### src/hdl/rsel_pkg.sv
// Constants, state codes and monitor layout for the reference selection state machine.
package rsel_pkg;

  localparam int RSEL_NUM_REF = 10;
  localparam int RSEL_IDX_W   = 4;
  localparam int RSEL_PRIO_W  = 4;
  localparam int RSEL_NUM_MON = 5;

  // Monitor bit positions inside a per-reference failure vector and inside each mask.
  localparam int RSEL_MON_LOSS   = 0;
  localparam int RSEL_MON_SCYC   = 1;
  localparam int RSEL_MON_COARSE = 2;
  localparam int RSEL_MON_FINE   = 3;
  localparam int RSEL_MON_GUARD  = 4;

  // A priority of this value removes the reference from automatic selection.
  localparam logic [RSEL_PRIO_W-1:0] RSEL_PRIO_OFF = 4'hF;

  localparam logic [RSEL_IDX_W-1:0] RSEL_SEL_RST = 4'h0;

  // Reported DPLL state codes.
  localparam logic [1:0] RSEL_STAT_ACQ  = 2'h0;
  localparam logic [1:0] RSEL_STAT_LOCK = 2'h1;
  localparam logic [1:0] RSEL_STAT_HOLD = 2'h2;

  typedef enum logic [2:0] {
    RSEL_ST_ACQ  = 3'b001,
    RSEL_ST_LOCK = 3'b010,
    RSEL_ST_HOLD = 3'b100
  } rsel_state_type;

endpackage : rsel_pkg
### src/hdl/rsel_best_pick.sv
// Priority picker that finds the best available reference.
`timescale 1ns/100ps
`default_nettype none

module rsel_best_pick
  import rsel_pkg::*;
(
  input  wire logic [RSEL_NUM_REF-1:0]             avail_i,
  input  wire logic [RSEL_NUM_REF*RSEL_PRIO_W-1:0] prio_i,
  output logic                                     found_o,
  output logic [RSEL_IDX_W-1:0]                    idx_o
);

  logic [RSEL_PRIO_W-1:0] best_prio;
  logic [RSEL_PRIO_W-1:0] cur_prio;

  // Lower priority value wins; on a tie the lower index wins.
  always_comb begin
    found_o   = 1'b0;
    idx_o     = RSEL_SEL_RST;
    best_prio = RSEL_PRIO_OFF;
    cur_prio  = RSEL_PRIO_OFF;
    for (int r = 0; r < RSEL_NUM_REF; r++) begin
      cur_prio = prio_i[r*RSEL_PRIO_W +: RSEL_PRIO_W];
      if (avail_i[r] && (cur_prio != RSEL_PRIO_OFF) &&
          (!found_o || (cur_prio < best_prio))) begin
        found_o   = 1'b1;
        idx_o     = RSEL_IDX_W'(r);
        best_prio = cur_prio;
      end
    end
  end

endmodule : rsel_best_pick

`default_nettype wire

### src/hdl/rsel_dpll_fsm.sv
// Reference selection and holdover state machine for one DPLL.
`timescale 1ns/100ps
`default_nettype none

module rsel_dpll_fsm
  import rsel_pkg::*;
(
  input  wire logic                                 clk_i,
  input  wire logic                                 rst_n_i,
  input  wire logic                                 managed_mode_i,
  input  wire logic [RSEL_IDX_W-1:0]                ref_sel_i,
  input  wire logic [RSEL_NUM_REF*RSEL_PRIO_W-1:0]  ref_prio_i,
  input  wire logic [RSEL_NUM_REF-1:0]              signal_loss_fail_i,
  input  wire logic [RSEL_NUM_REF-1:0]              single_cycle_fail_i,
  input  wire logic [RSEL_NUM_REF-1:0]              coarse_freq_fail_i,
  input  wire logic [RSEL_NUM_REF-1:0]              precise_freq_fail_i,
  input  wire logic [RSEL_NUM_REF-1:0]              guard_soak_trigger_i,
  input  wire logic [RSEL_NUM_MON-1:0]              switch_mask_i,
  input  wire logic [RSEL_NUM_MON-1:0]              holdover_mask_i,
  input  wire logic                                 lock_detect_i,
  output logic      [1:0]                           dpll_state_o,
  output logic      [RSEL_IDX_W-1:0]                sel_ref_o,
  output logic                                      holdover_o,
  output logic                                      ref_switch_o
);

  // True when any monitor flags a failure whose mask bit is set.
  function automatic logic masked_hit(input logic [RSEL_NUM_MON-1:0] fails,
                                      input logic [RSEL_NUM_MON-1:0] mask);
    masked_hit = |(fails & mask);
  endfunction : masked_hit

  // Per-reference flag lookup; an index past the last reference reads as failed.
  function automatic logic ref_flag(input logic [RSEL_NUM_REF-1:0] vec,
                                    input logic [RSEL_IDX_W-1:0]   idx);
    if (idx < RSEL_IDX_W'(RSEL_NUM_REF)) begin
      ref_flag = vec[idx];
    end else begin
      ref_flag = 1'b1;
    end
  endfunction : ref_flag

  function automatic logic [1:0] stat_code(input rsel_state_type st);
    unique case (st)
      RSEL_ST_LOCK: stat_code = RSEL_STAT_LOCK;
      RSEL_ST_HOLD: stat_code = RSEL_STAT_HOLD;
      default:      stat_code = RSEL_STAT_ACQ;
    endcase
  endfunction : stat_code

  // Per-reference masked failure decode, redone every cycle from the live levels.
  logic [RSEL_NUM_REF-1:0] sw_fail;
  logic [RSEL_NUM_REF-1:0] ho_fail;
  logic [RSEL_NUM_REF-1:0] avail;

  genvar g;
  generate
    for (g = 0; g < RSEL_NUM_REF; g++) begin : g_ref
      logic [RSEL_NUM_MON-1:0] mon;
      assign mon[RSEL_MON_LOSS]   = signal_loss_fail_i[g];
      assign mon[RSEL_MON_SCYC]   = single_cycle_fail_i[g];
      assign mon[RSEL_MON_COARSE] = coarse_freq_fail_i[g];
      assign mon[RSEL_MON_FINE]   = precise_freq_fail_i[g];
      assign mon[RSEL_MON_GUARD]  = guard_soak_trigger_i[g];
      assign sw_fail[g] = masked_hit(mon, switch_mask_i);
      assign ho_fail[g] = masked_hit(mon, holdover_mask_i);
      // Unmasked failures leave a reference available, so the loop keeps trying it.
      assign avail[g]   = ~sw_fail[g] & ~ho_fail[g];
    end
  endgenerate

  // State registers.
  rsel_state_type          state_reg;
  rsel_state_type          state_next;
  logic [RSEL_IDX_W-1:0]   sel_reg;
  logic [RSEL_IDX_W-1:0]   sel_next;
  logic                    sel_valid_reg;
  logic                    sel_valid_next;
  logic                    pend_reg;
  logic                    pend_next;
  logic [RSEL_IDX_W-1:0]   tgt_reg;
  logic [RSEL_IDX_W-1:0]   tgt_next;
  logic [1:0]              stat_reg;
  logic [1:0]              stat_next;
  logic                    hold_reg;
  logic                    hold_next;
  logic                    pulse_reg;
  logic                    pulse_next;

  // Candidate set excludes the reference in use, so a failing current one is never reselected.
  logic [RSEL_NUM_REF-1:0] cand;
  logic                    best_found;
  logic [RSEL_IDX_W-1:0]   best_idx;

  always_comb begin
    cand = avail;
    if (sel_valid_reg && (sel_reg < RSEL_IDX_W'(RSEL_NUM_REF))) begin
      cand[sel_reg] = 1'b0;
    end
  end

  rsel_best_pick u_pick (
    .avail_i (cand),
    .prio_i  (ref_prio_i),
    .found_o (best_found),
    .idx_o   (best_idx)
  );

  logic                  cur_sw;
  logic                  cur_ho;
  logic                  want_switch;
  logic [RSEL_IDX_W-1:0] want_tgt;

  always_comb begin
    // Before any reference is committed the DPLL is treated as failed, so it holds.
    cur_sw = sel_valid_reg & ref_flag(sw_fail, sel_reg);
    cur_ho = ~sel_valid_reg | ref_flag(ho_fail, sel_reg);
    if (managed_mode_i) begin
      // Only the selection bits move the reference; failures never do.
      // While parked, compare against the pending target so the last selection wins.
      want_switch = ~sel_valid_reg |
                    (ref_sel_i != (pend_reg ? tgt_reg : sel_reg));
      want_tgt    = ref_sel_i;
    end else begin
      // A switch away from the current reference needs its own masked failure,
      // which is why leaving managed mode never moves the reference by itself.
      want_switch = best_found & (~sel_valid_reg | cur_sw);
      want_tgt    = best_idx;
    end
  end

  always_comb begin
    state_next     = state_reg;
    sel_next       = sel_reg;
    sel_valid_next = sel_valid_reg;
    pend_next      = pend_reg;
    tgt_next       = tgt_reg;
    pulse_next     = 1'b0;
    if (want_switch && !(state_reg == RSEL_ST_HOLD && pend_reg && want_tgt == tgt_reg)) begin
      // Park in holdover first; a target that moves meanwhile just restarts the park.
      state_next = RSEL_ST_HOLD;
      pend_next  = 1'b1;
      tgt_next   = want_tgt;
    end else if (state_reg == RSEL_ST_HOLD && pend_reg) begin
      // Commit: the index moves in the same cycle as the state leaves holdover.
      sel_next       = tgt_reg;
      sel_valid_next = 1'b1;
      pend_next      = 1'b0;
      pulse_next     = 1'b1;
      // An invalid or failed new reference keeps the DPLL in holdover.
      state_next     = ref_flag(ho_fail, tgt_reg) ? RSEL_ST_HOLD : RSEL_ST_ACQ;
    end else begin
      unique case (state_reg)
        RSEL_ST_ACQ: begin
          if (cur_ho) begin
            state_next = RSEL_ST_HOLD;
          end else if (lock_detect_i) begin
            state_next = RSEL_ST_LOCK;
          end
        end
        RSEL_ST_LOCK: begin
          if (cur_ho) begin
            state_next = RSEL_ST_HOLD;
          end else if (!lock_detect_i) begin
            state_next = RSEL_ST_ACQ;
          end
        end
        RSEL_ST_HOLD: begin
          if (!cur_ho) begin
            state_next = RSEL_ST_ACQ;
          end
        end
        default: begin
          state_next = RSEL_ST_HOLD;
        end
      endcase
    end
    stat_next = stat_code(state_next);
    hold_next = (state_next == RSEL_ST_HOLD);
  end

  always_ff @(posedge clk_i or negedge rst_n_i) begin
    if (!rst_n_i) begin
      state_reg     <= RSEL_ST_HOLD;
      sel_reg       <= RSEL_SEL_RST;
      sel_valid_reg <= 1'b0;
      pend_reg      <= 1'b0;
      tgt_reg       <= RSEL_SEL_RST;
      stat_reg      <= RSEL_STAT_HOLD;
      hold_reg      <= 1'b1;
      pulse_reg     <= 1'b0;
    end else begin
      state_reg     <= state_next;
      sel_reg       <= sel_next;
      sel_valid_reg <= sel_valid_next;
      pend_reg      <= pend_next;
      tgt_reg       <= tgt_next;
      stat_reg      <= stat_next;
      hold_reg      <= hold_next;
      pulse_reg     <= pulse_next;
    end
  end

  // One instance serves one DPLL; several DPLLs use several independent instances.
  assign dpll_state_o = stat_reg;
  assign sel_ref_o    = sel_reg;
  assign holdover_o   = hold_reg;
  assign ref_switch_o = pulse_reg;

endmodule : rsel_dpll_fsm

`default_nettype wire

### config.mk
export PLATFORM = sky130hd
export DESIGN_NAME = rsel_dpll_fsm
export DESIGN_NICKNAME = d
export VERILOG_FILES = /design/src/hdl/rsel_pkg.sv /design/src/hdl/rsel_best_pick.sv /design/src/hdl/rsel_dpll_fsm.sv
export SDC_FILE = /design/constraint.sdc
export NUM_CORES = 1
export LEC_CHECK = 0
export ABC_AREA = 1
export BUFFER_PORTS_ARGS = -buffer_cell sky130_fd_sc_hd__clkbuf_2
export CAP_MARGIN = 20
export CORE_MARGIN = 3
export CORE_UTILIZATION = 47
export DETAILED_ROUTE_END_ITERATION = 6
export HOLD_SLACK_MARGIN = 0.08
export MAX_ROUTING_LAYER = met4
export PLACE_DENSITY = 0.74
export SLEW_MARGIN = 10
export SYNTH_ARGS = -nofsm -noshare
export SYNTH_HDL_FRONTEND = slang
export SYNTH_HIERARCHICAL = 1
export SYNTH_SLANG_ARGS = --single-unit
export TNS_END_PERCENT = 20
### constraint.sdc
create_clock -name clk_i -period 10.97 [get_ports clk_i]
set_input_delay 2.194 -clock clk_i [delete_from_list [all_inputs] [get_ports clk_i]]
set_output_delay 2.194 -clock clk_i [all_outputs]
set_load 0.05 [all_outputs]
-- Word level (Yosys, flattened, before mapping)
Cells that the tools add are included.
- input port bits: 108
- memories kept: 0
- memory bits (writable): 0
- bits in read-only memories: 0
- output and inout bits: 8
- register bits after elaboration: 17
- bits in latches: 0
- word-level logic and storage cells: 222
- add/sub/neg operators: 0
- mux-type cells: 59
- shifts and indexed selects: 0
- order comparisons: 14
- $mul: 0
- equality and inequality tests: 17
- reduce and logical (&&, ||, !) cells: 65
- divide/modulo/power cells: 0
- bitwise gates (word level): 59
- operators by type and width (operator ; count):
    bitwise AND 5 bit ; 20
    OR reduction 5 bit ; 20
    two-way mux 4 bit ; 13
    != test 4 bit (second input constant) ; 10
    < comparator 4 bit ; 9
    two-way mux 3 bit ; 12
    two-way mux 1 bit ; 25
    logical AND 1 bit ; 24
    NOT 1 bit ; 22
    bitwise AND 1 bit ; 12
    binary-select mux 1 bit (select 4 bit) ; 3
    bitwise AND 10 bit ; 1
    logical NOT 1 bit ; 10
    < comparator 4 x 5 -> 1 bit (second input constant) ; 2
    two-way mux 10 bit ; 1
    NOT 10 bit ; 1
    logical OR 1 bit ; 9
    case mux 3 bit (3 select lines) ; 1
    < comparator 4 bit (second input constant) ; 2
    equality test 3 x 2 -> 1 bit (second input constant) ; 2
    equality test 3 bit (second input constant) ; 2
    demux 1 bit (select 4 bit) ; 1
    equality test 4 bit ; 1
    greater-or-equal comparator 4 x 1 -> 1 bit (second input constant) ; 1
    7 further kinds ; 10

-- Logic depth before layout (Yosys ltp)
Gate-level depths: netlist of the first run.
- depth after elaboration: 56
- gate-level depth with buffers: 100

-- Modules after synthesis
Netlist of the first run, hierarchy kept.
- by module, submodules not included (module ; area an instance (µm²) ; times used ; cells each):
    rsel_dpll_fsm ; 2001.9 ; 1 ; 375
    rsel_best_pick ; 1751.7 ; 1 ; 355

-- Least setup slack after synthesis of the first run
OpenSTA, ideal clock, no wires.
- kind: in2reg
- start: in holdover_mask_i[4]
- end: reg sel_reg[0], in the netlist sel_ref_o[0]
- data arrival time: 11.589 ns
- library setup time: 0.120 ns
- cell stages on the path: 91
- setup slack: -0.739 ns
- path buffers: 2
- data required time: 10.850 ns
- cells stage by stage: clkbuf_1 -> nand2_1 -> nand2_1 -> nor2_1 -> nand2_1 -> a31oi_1 -> nand2_1 -> nor2_1 -> ha_1 -> a21oi_1 -> nand2_2 -> nand2_4 -> nand2_4 -> o21ai_0 -> ha_1 -> inv_1 -> o21bai_1 -> inv_1 -> [... 55 more ...] -> o21ai_0 -> ha_1 -> nand2_1 -> inv_1 -> nand2_1 -> nand2_1 -> nand2_1 -> nand2_1 -> nand2_1 -> nand2_1 -> nand2_1 -> xor2_1 -> nor3_1 -> nand3_1 -> nand2_4 -> nand2_1 -> nand2_1 -> nand2_1
- word-level cells in the longest chain between the ends: 51
- elaborated cells on any way between the ends: 125
- those cells by class: 9 x order compare; 1 x eq/ne; 31 x mux; 33 x bitwise; 51 x reduce/logical
- ends and longest elaborated chain (element ; RTL line ; text):
    start, declared ; rsel_dpll_fsm.sv:19 ; input wire logic [RSEL_NUM_MON-1:0] holdover_mask_i,
    bitwise AND 5 bit (*) ; rsel_dpll_fsm.sv:30 ; masked_hit = |(fails & mask);
    OR reduction 5 bit (*) ; rsel_dpll_fsm.sv:30 ;
    NOT 1 bit (*) ; rsel_dpll_fsm.sv:68 ; assign avail[g] = ~sw_fail[g] & ~ho_fail[g];
    bitwise AND 1 bit (*) ; rsel_dpll_fsm.sv:68 ;
    bitwise AND 10 bit (no line) ; n/a ;
    two-way mux 10 bit (*) ; rsel_dpll_fsm.sv:97 ; if (sel_valid_reg && (sel_reg < RSEL_IDX_W'(RSEL_NUM_REF))) begin
    via cand[0] ; rsel_dpll_fsm.sv:91 ; logic [RSEL_NUM_REF-1:0] cand;
    logical AND 1 bit (*) ; rsel_best_pick.sv:25 ; if (avail_i[r] && (cur_prio != RSEL_PRIO_OFF) &&
    [... 37 more ...] ; n/a ;
    via best_idx[0] ; rsel_dpll_fsm.sv:93 ; logic [RSEL_IDX_W-1:0] best_idx;
    two-way mux 4 bit (*) ; rsel_dpll_fsm.sv:118 ; if (managed_mode_i) begin
    equality test 4 bit (*) ; rsel_dpll_fsm.sv:139 ; if (want_switch && !(state_reg == RSEL_ST_HOLD && pend_reg && want_tgt == tgt_reg)) begin
    logical AND 1 bit (*) ; rsel_dpll_fsm.sv:139 ;
    logical NOT 1 bit (*) ; rsel_dpll_fsm.sv:139 ;
    logical AND 1 bit (*) ; rsel_dpll_fsm.sv:139 ;
    NOT 1 bit (no line) (*) ; n/a ;
    AND reduction 2 bit (no line) (*) ; n/a ;
    end signal, assigned ; rsel_dpll_fsm.sv:194 ; sel_reg <= sel_next;
    end, declared ; rsel_dpll_fsm.sv:75 ; logic [RSEL_IDX_W-1:0] sel_reg;
The timed path passes the listed nets; every way through them passes the cells marked *.
A chain may end at the register's enable or synchronous reset.

-- Final worst setup path of the first run
- start: in switch_mask_i[2]
- end: reg state_reg[0]
- word-level cells in the longest chain between the ends: 50
- elaborated cells on any way between the ends: 129
- those cells by class: 9 x order compare; 1 x eq/ne; 35 x mux; 34 x bitwise; 50 x reduce/logical
- ends and longest elaborated chain (element ; RTL line ; text):
    start, declared ; rsel_dpll_fsm.sv:18 ; input wire logic [RSEL_NUM_MON-1:0] switch_mask_i,
    bitwise AND 5 bit (*) ; rsel_dpll_fsm.sv:30 ;
    OR reduction 5 bit (*) ; rsel_dpll_fsm.sv:30 ;
    NOT 1 bit (*) ; rsel_dpll_fsm.sv:68 ;
    bitwise AND 1 bit (*) ; rsel_dpll_fsm.sv:68 ;
    bitwise AND 10 bit (no line) ; n/a ;
    two-way mux 10 bit (*) ; rsel_dpll_fsm.sv:97 ;
    via cand[0] ; rsel_dpll_fsm.sv:91 ;
    logical AND 1 bit (*) ; rsel_best_pick.sv:25 ;
    [... 37 more ...] ; n/a ;
    via best_idx[3] ; rsel_dpll_fsm.sv:93 ;
    two-way mux 4 bit (*) ; rsel_dpll_fsm.sv:118 ;
    equality test 4 bit (*) ; rsel_dpll_fsm.sv:139 ;
    logical AND 1 bit (*) ; rsel_dpll_fsm.sv:139 ;
    logical NOT 1 bit (*) ; rsel_dpll_fsm.sv:139 ;
    logical AND 1 bit (*) ; rsel_dpll_fsm.sv:139 ;
    two-way mux 3 bit (*) ; rsel_dpll_fsm.sv:139 ;
    via state_next[0] ; rsel_dpll_fsm.sv:74 ; rsel_state_type state_next;
    end signal, assigned ; rsel_dpll_fsm.sv:193 ; state_reg <= state_next;
    end, declared ; rsel_dpll_fsm.sv:73 ; rsel_state_type state_reg;
The timed path passes the listed nets; every way through them passes the cells marked *. The select of a mux whose other input is x is not followed.

==> results of run 1 <==
-- cell type report --
cell class	count	area [um2]
Clock buffer	3	41.3
Clock inverter	1	5.00
Fill cell	661	2150
Inverter	99	374
Multi-Input combinational cell	601	3130
Sequential cell	17	429
Tap cell	99	124
Timing Repair Buffer	193	1230
-- worst min-delay path by stage --
stage	slack [ns]	startpoint	depth (start not counted)	endpoint
detailed placement	0.57	sel_valid_reg$_DFFE_PN0P_	2	sel_valid_reg$_DFFE_PN0P_
floorplan	0.48	sel_valid_reg$_DFFE_PN0P_	2	sel_valid_reg$_DFFE_PN0P_
CTS	0.59	sel_valid_reg$_DFFE_PN0P_	2	sel_valid_reg$_DFFE_PN0P_
finish	0.59	sel_valid_reg$_DFFE_PN0P_	2	sel_valid_reg$_DFFE_PN0P_
global placement	0.57	sel_valid_reg$_DFFE_PN0P_	2	sel_valid_reg$_DFFE_PN0P_
global route	0.64	sel_valid_reg$_DFFE_PN0P_	2	sel_valid_reg$_DFFE_PN0P_
-- power breakdown --
part	switching [W]	internal (W)	total, W	leakage [nW]
registers	0.0000311	0.0000848	0.000116	0.209
clock network	0.0000213	0.0000252	0.0000466	0.0255
logic	0.000293	0.000178	0.000472	3.03
-- metrics by stage --
stage | std cells | setup WS, ns
after CTS | 1002 | 0.00444
after detailed placement | 993 | -0.523
final | 1013 | -0.132
after global placement | 993 | -0.187
after floorplan | 730 | -0.192
after global routing | 1013 | -0.942
-- metal layers --
layer	vias to the layer above	global-route usage [%]	part of all wire [%]
li1	2668	-	-
met1	2430	32.4	41
met2	202	51.5	52
met3	32	1.50	5.5
met4	0	7.21	2.3
met5	-	-	0
-- Yosys cell counts, types with 8 or more instances --
master | count | area share [%]
nand2_1 | 298 | 30
inv_1 | 85 | 8.5
nand3_1 | 84 | 11
nor2_1 | 70 | 7.0
o21ai_0 | 26 | 3.5
a21oi_1 | 18 | 2.4
nand2_2 | 18 | 3.0
nand2_4 | 16 | 4.8
dfrtp_1 | 14 | 9.3
ha_1 | 13 | 4.3
inv_2 | 13 | 1.3
buf_2 | 9 | 1.2
nand3b_1 | 8 | 1.6
-- worst max-delay path, delay by kind of cell --
kind                     cells  cell delay (ns)
adder cells (fa/ha/maj)      9             2.42
XOR/XNOR                     1             0.13
AO/OA/AOI/OAI               15             1.36
AND/OR/NAND/NOR             59             4.27
buffers and inverters       14             0.87
-- kinds of logic after synthesis --
logic type,Yosys count
AO/OA/AOI/OAI,71
XOR/XNOR,3
adder cells (fa/ha/maj),13
buffers and inverters,112
flip-flops,17
AND/OR/NAND/NOR,514
-- placed cells by master, fill, tap and decap left out, types with 2 or more instances in the layout --
| cell | instances |
|---|---|
| xor2_1 | 3 |
| clkbuf_8 | 3 |
| o21ai_1 | 7 |
| nor4_1 | 2 |
| o21a_1 | 2 |
| dfrtp_1 | 14 |
| ha_4 | 4 |
| nor2_2 | 10 |
| nor3_1 | 3 |
| a41oi_1 | 2 |
| dfstp_2 | 3 |
| inv_2 | 18 |
| nor2_1 | 65 |
| nand3_1 | 81 |
| buf_4 | 77 |
| nand2_4 | 19 |
| o21bai_1 | 6 |
| nand4_1 | 4 |
| a31oi_1 | 3 |
| o21ai_0 | 14 |
| a21oi_1 | 15 |
| buf_6 | 7 |
| nand3_2 | 4 |
| clkbuf_2 | 107 |
| o21ai_2 | 9 |
| o22ai_1 | 2 |
| nand2_2 | 38 |
| inv_1 | 79 |
| nand3b_1 | 8 |
| ha_1 | 9 |
| o211ai_1 | 3 |
| a21oi_2 | 3 |
| nor2_4 | 3 |
| nand2_1 | 274 |
-- timing repair --
action | CTS | global route
pin swaps | 18 | 38
setup endpoints to repair | 15 | 17
resized for setup | 9 | 55
setup buffers | 5 | 11
==> run_results.csv, run 1 <==
group,metric,value,unit
status,status,"finished with violations",
status,violations,"setup timing",
setup_path,path_class,"in2reg",
die,die_y,95.4,um
setup_path,cp-endpoint,"state_reg[0]$_DFF_PN0_",
routing,drt_wl_total,13.1,mm
setup_path,critPathLaunch,"switch_mask_i[2]",
timing,setup_ws,-0.132,ns
logic_synthesis,synth_nets,851,
setup_path,required,11.16,ns
setup_path,cp-end-kind,"register",
logic_synthesis,synth_edf_count,0,
placement,dpl.hpwl,10.7,mm
die,rows,31,
routing,drtIter0Drc,345,
die,initial_core_util,50.1,%
logic_synthesis,syn_area,0.00375,mm2
die,boundaryPins,116,
setup_path,crit_top_cell,"nand2_2",
global_route,antenna_found_initial,0,
global_route,grt_pass1_vias,4928,
finish,syn_to_final_growth,42.1,%
finish,layout-drive-gt1-share,34.4,%
logic_synthesis,synthFlopType,"dfrtp_1",
logic_synthesis,synthCells,730,
logic_synthesis,synth_compound_area_share,11.0,%
logic_synthesis,avgSynthCellArea,5.14,um2
placement,place_congestion,0.958,
timing,setup_violations,13,
clock_network,cts_made_buffers,3,
logic_synthesis,synth-simple-area-share,60.8,%
clock_network,clk_latency,0.26,ns
timing,tightest_slew,0.481,ns
routing,viasPerCell,5.26,
clock_network,clock_path_buffers,2,
timing,tns,-1.17,ns
timing,finalHoldViolCount,0,
setup_path,ff2ff_path_depth,95,
die,core_area,0.00749,mm2
logic_synthesis,synth.distinct_cells,37,
global_route,grt_max_degree,18,
finish,fin_util,71.3,%
routing,route.detailed.drc,0,
clock_network,cts_tree,"yes",
setup_path,cp_slowest_cell,"ha_1",
clock_network,htree_levels,1,
setup_path,startpoint_type,"primary input",
routing,vias,5332,
power,p_per_area,119,mW/mm2
clock_network,clock_sinks,17,
timing,finalClockSkew,0.00776,ns
clock_network,root_buffer,"clkbuf_8",
timing,fin_crit,11.10,ns
timing,rsz0062_at_grt,"yes",
setup_path,cp_data_arrival_time,11.29,ns
routing,avgRoutedWirePerCell,12.9,um
timing,max_freq,90.1,MHz
routing,firstDrtPassIters,5,
finish,nNetsFinal,1036,
power,fin_total_pwr,0.000634,W
clock_network,clk_pin_slew_worst_paths,0.07,ns
logic_synthesis,synth_xor_area_share,0.700,%
logic_synthesis,ys_seq_area_share,11.4,%
global_route,grt_pass1_wl,20.4,mm
timing,hold_slack,0.592,ns
setup_path,crit_fanout,7,
setup_path,rrSetupSlack,1.33,ns
min_path,hold_path.class,"reg2reg",
clock_network,hold_buffers,0,
timing,finalCritPeriodShare,101,%
placement,post_dp_cell_area,0.00493,mm2
power,leakage,3.26,nW
logic_synthesis,synth_top_family_by_area,"simple AND/OR/NAND/NOR gates",
global_route,grt_use_total,27.8,%
finish,fin_area,0.00533,mm2
logic_synthesis,synth.area.mux_share,0,%
global_route,overflow,0,
timing,slew_violations,0,
die,die_area,0.00909,mm2
setup_path,r2r-start,"sel_ref_o[1]$_DFFE_PN0P_",
finish,antenna_cells,0,
logic_synthesis,synthArstFlopShare,100,%
placement,portBuffers,115,
logic_synthesis,ys_warn_count,6,
setup_path,worst_r2r_endpoint,"state_reg[0]$_DFF_PN0_",
power,vdd_drop_max,0.0743,mV
logic_synthesis,synth_seq_cells,17,
setup_path,max_stage_delay,0.31,ns
logic_synthesis,synth-adder-area-share,4.33,%
run,maxCapViolCount,0,
routing,antenna_left,0,
timing,relSlewSlack,67.8,%
die,die_width,95.4,um
Power figures use the tool's default switching activity.
==> run 2: changes to the inputs <==
ABC_AREA = 0   (was 1)
CORE_MARGIN = 1   (was 3)
PLACE_DENSITY = 0.76   (was 0.74)
clock period = 10.1 ns   (was 10.97 ns; I/O delays follow)
==> run_results.csv, run 2 <==
group,metric,value,unit
min_path,hold_path.class,"reg2reg",
logic_synthesis,synthCells,551,
timing,slew_violations,0,
finish,register_area,429,um2
logic_synthesis,synth_seq_cells,17,
setup_path,rrSetupSlack,-4.27,ns
power,fin_total_pwr,0.000866,W
logic_synthesis,synth.distinct_cells,97,
routing,avgRoutedWirePerCell,19.6,um
setup_path,max_stage_delay,0.47,ns
clock_network,clock_path_buffers,2,
power,leakage,3.05,nW
setup_path,critPathLaunch,"single_cycle_fail_i[0]",
clock_network,clock_sinks,17,
clock_network,cts_tree,"yes",
die,die_width,95.7,um
die,die_y,95.7,um
logic_synthesis,synth_area_leaders,"dfrtp_1, nand2_1, a222oi_1",
timing,max_freq,64.5,MHz
global_route,grt_use_total,39.9,%
routing,drt_wl_total,18.5,mm
die,die_area,0.00916,mm2
setup_path,worst_r2r_endpoint,"dpll_state_o[1]$_DFF_PN1_",
timing,finalHoldViolCount,0,
finish,final_common_cell,"buf_4",
timing,tightest_slew,0.911,ns
routing,drtIter0Drc,519,
power,p_per_area,130,mW/mm2
logic_synthesis,syn_area,0.00413,mm2
die,initial_core_util,49.5,%
timing,relSlewSlack,38.4,%
die,rows,33,
finish,final_cell_mix,"buf_4, clkbuf_2, nand2_1",
logic_synthesis,ys_seq_area_share,10.4,%
timing,hold_slack,0.657,ns
run,maxCapViolCount,0,
setup_path,ff2ff_path_depth,81,
clock_network,hold_buffers,0,
timing,fin_crit,15.50,ns
finish,fillerInstances,579,
logic_synthesis,ys_warn_count,6,
global_route,antenna_found_initial,0,
min_path,hold_start,"sel_valid_reg$_DFFE_PN0P_",
setup_path,cp_slowest_cell,"a2111o_1",
die,core_area,0.00834,mm2
routing,route.detailed.drc,0,
finish,nNetsFinal,960,
logic_synthesis,synthArstFlopShare,100,%
placement,portBuffers,115,
status,status,"finished with violations",
logic_synthesis,ys_top_cells_by_count,"nand2_1, nor2_1, a21oi_1, inv_1, o21ai_0",
routing,viasPerCell,6.52,
power,vdd_drop_max,0.0939,mV
setup_path,cp-end-kind,"register",
finish,multiInputGateArea,0.00386,mm2
setup_path,path_class,"in2reg",
clock_network,clk_latency,0.26,ns
logic_synthesis,synth_top_area_share,8.49,%
setup_path,startpoint_type,"primary input",
logic_synthesis,avgSynthCellArea,7.49,um2
logic_synthesis,synthFlopType,"dfrtp_1",
status,violations,"setup timing",
logic_synthesis,synth_edf_count,0,
routing,antenna_left,0,
global_route,grt_pass1_wl,28.1,mm
finish,syn_to_final_growth,61.1,%
finish,layout-drive-gt1-share,51.3,%
finish,antenna_cells,0,
setup_path,cp_data_arrival_time,15.68,ns
finish,layout.cells.non_filler,943,
routing,vias,6150,
setup_path,required,10.28,ns
setup_path,crit_top_cell,"ha_4",
timing,finalCritPeriodShare,154,%
placement,dpl.hpwl,13.3,mm
clock_network,root_buffer,"clkbuf_8",
setup_path,r2r-start,"sel_ref_o[3]$_DFFE_PN0P_",
placement,place_congestion,0.971,
global_route,grt_max_degree,21,
setup_path,crit_fanout,8,
routing,firstDrtPassIters,5,
timing,finalClockSkew,0.00439,ns
placement,dp.cells,893,
timing,tns,-89.02,ns
global_route,overflow,0,
die,boundaryPins,116,
clock_network,clk_pin_slew_worst_paths,0.07,ns
clock_network,cts_made_buffers,3,
clock_network,htree_levels,1,
logic_synthesis,synth_nets,672,
timing,setup_ws,-5.40,ns
setup_path,cp-endpoint,"dpll_state_o[1]$_DFF_PN1_",
logic_synthesis,yosysMostFrequentCell,"nand2_1",
timing,rsz0062_at_grt,"yes",
logic_synthesis,yosysTopAreaCell,"dfrtp_1",
global_route,grt_pass1_vias,5861,
timing,setup_violations,17,
run 2: logic make-up after synthesis:
| family | Yosys count | synth area share [%] |
|---|---|---|
| flip-flops | 17 | 10.4 |
| adder cells (fa/ha/maj) | 18 | 5.15 |
| AO/OA/AOI/OAI | 198 | 38.3 |
| AND/OR/NAND/NOR | 220 | 27.7 |
| multiplexers | 32 | 9.10 |
| XOR/XNOR | 12 | 2.73 |
| buffers and inverters | 54 | 6.70 |
run 2: how the worst min path moves through the flow:
stage / to / depth (start not counted) / slack [ns]
2_1_floorplan: sel_valid_reg$_DFFE_PN0P_ / 1 / 0.57
3_3_place_gp: sel_valid_reg$_DFFE_PN0P_ / 2 / 0.63
3_5_place_dp: sel_valid_reg$_DFFE_PN0P_ / 2 / 0.63
4_1_cts: sel_valid_reg$_DFFE_PN0P_ / 2 / 0.64
5_1_grt: sel_valid_reg$_DFFE_PN0P_ / 2 / 0.69
6_report: sel_valid_reg$_DFFE_PN0P_ / 2 / 0.66
run 2: area by class of cell:
| cell class | count | share of cell area [%] |
|---|---|---|
| inverter | 26 | 1.54 |
| tap | 105 | 1.98 |
| timing repair buffer | 311 | 31.3 |
| clock inverter | 1 | 0.0753 |
| clock buffer | 3 | 0.621 |
| multi-input combinational | 480 | 58.1 |
| sequential | 17 | 6.45 |
run 2: worst max-delay path: cells and delay by family:
kind	cells	cell delay, ns
compound gates	25	4.67
xor+xnor	1	0.15
fa+ha+maj	8	2.10
buf+inv	9	0.89
mux	7	1.97
simple gates	29	3.81
run 2: per-layer routing:
layer / wire length, um / share of wire, % / global-route usage (%)
met4: 704 / 3.8 / 14.6
met5: 0 / 0 / -
met2: 8900 / 48 / 68.4
met1: 7300 / 39 / 47.8
met3: 1620 / 8.8 / 5.29
run 2: power breakdown:
group	total [W]	leakage (nW)	internal, W	switching (W)
combinational	0.000684	2.83	0.000301	0.000382
sequential	0.000130	0.200	0.0000941	0.0000361
clock	0.0000519	0.0255	0.0000274	0.0000245
total	0.000866	3.05	0.000423	0.000443
run 2: what timing repair did:
action	in CTS	in global routing
resized for setup	24	28
setup buffers	31	15
setup endpoints to repair	17	17
pin swaps	40	28
run 2: through the flow:
step           cell area (um2)  setup WS (ns)  utilization, %
3_5_place_dp              6020          -5.45            72.2
2_1_floorplan             4400          -5.46               -
4_1_cts                   6420          -4.79            77.0
5_1_grt                   6650          -5.91            79.7
6_report                  6650          -5.40            79.7
3_3_place_gp              6020          -4.93            72.2
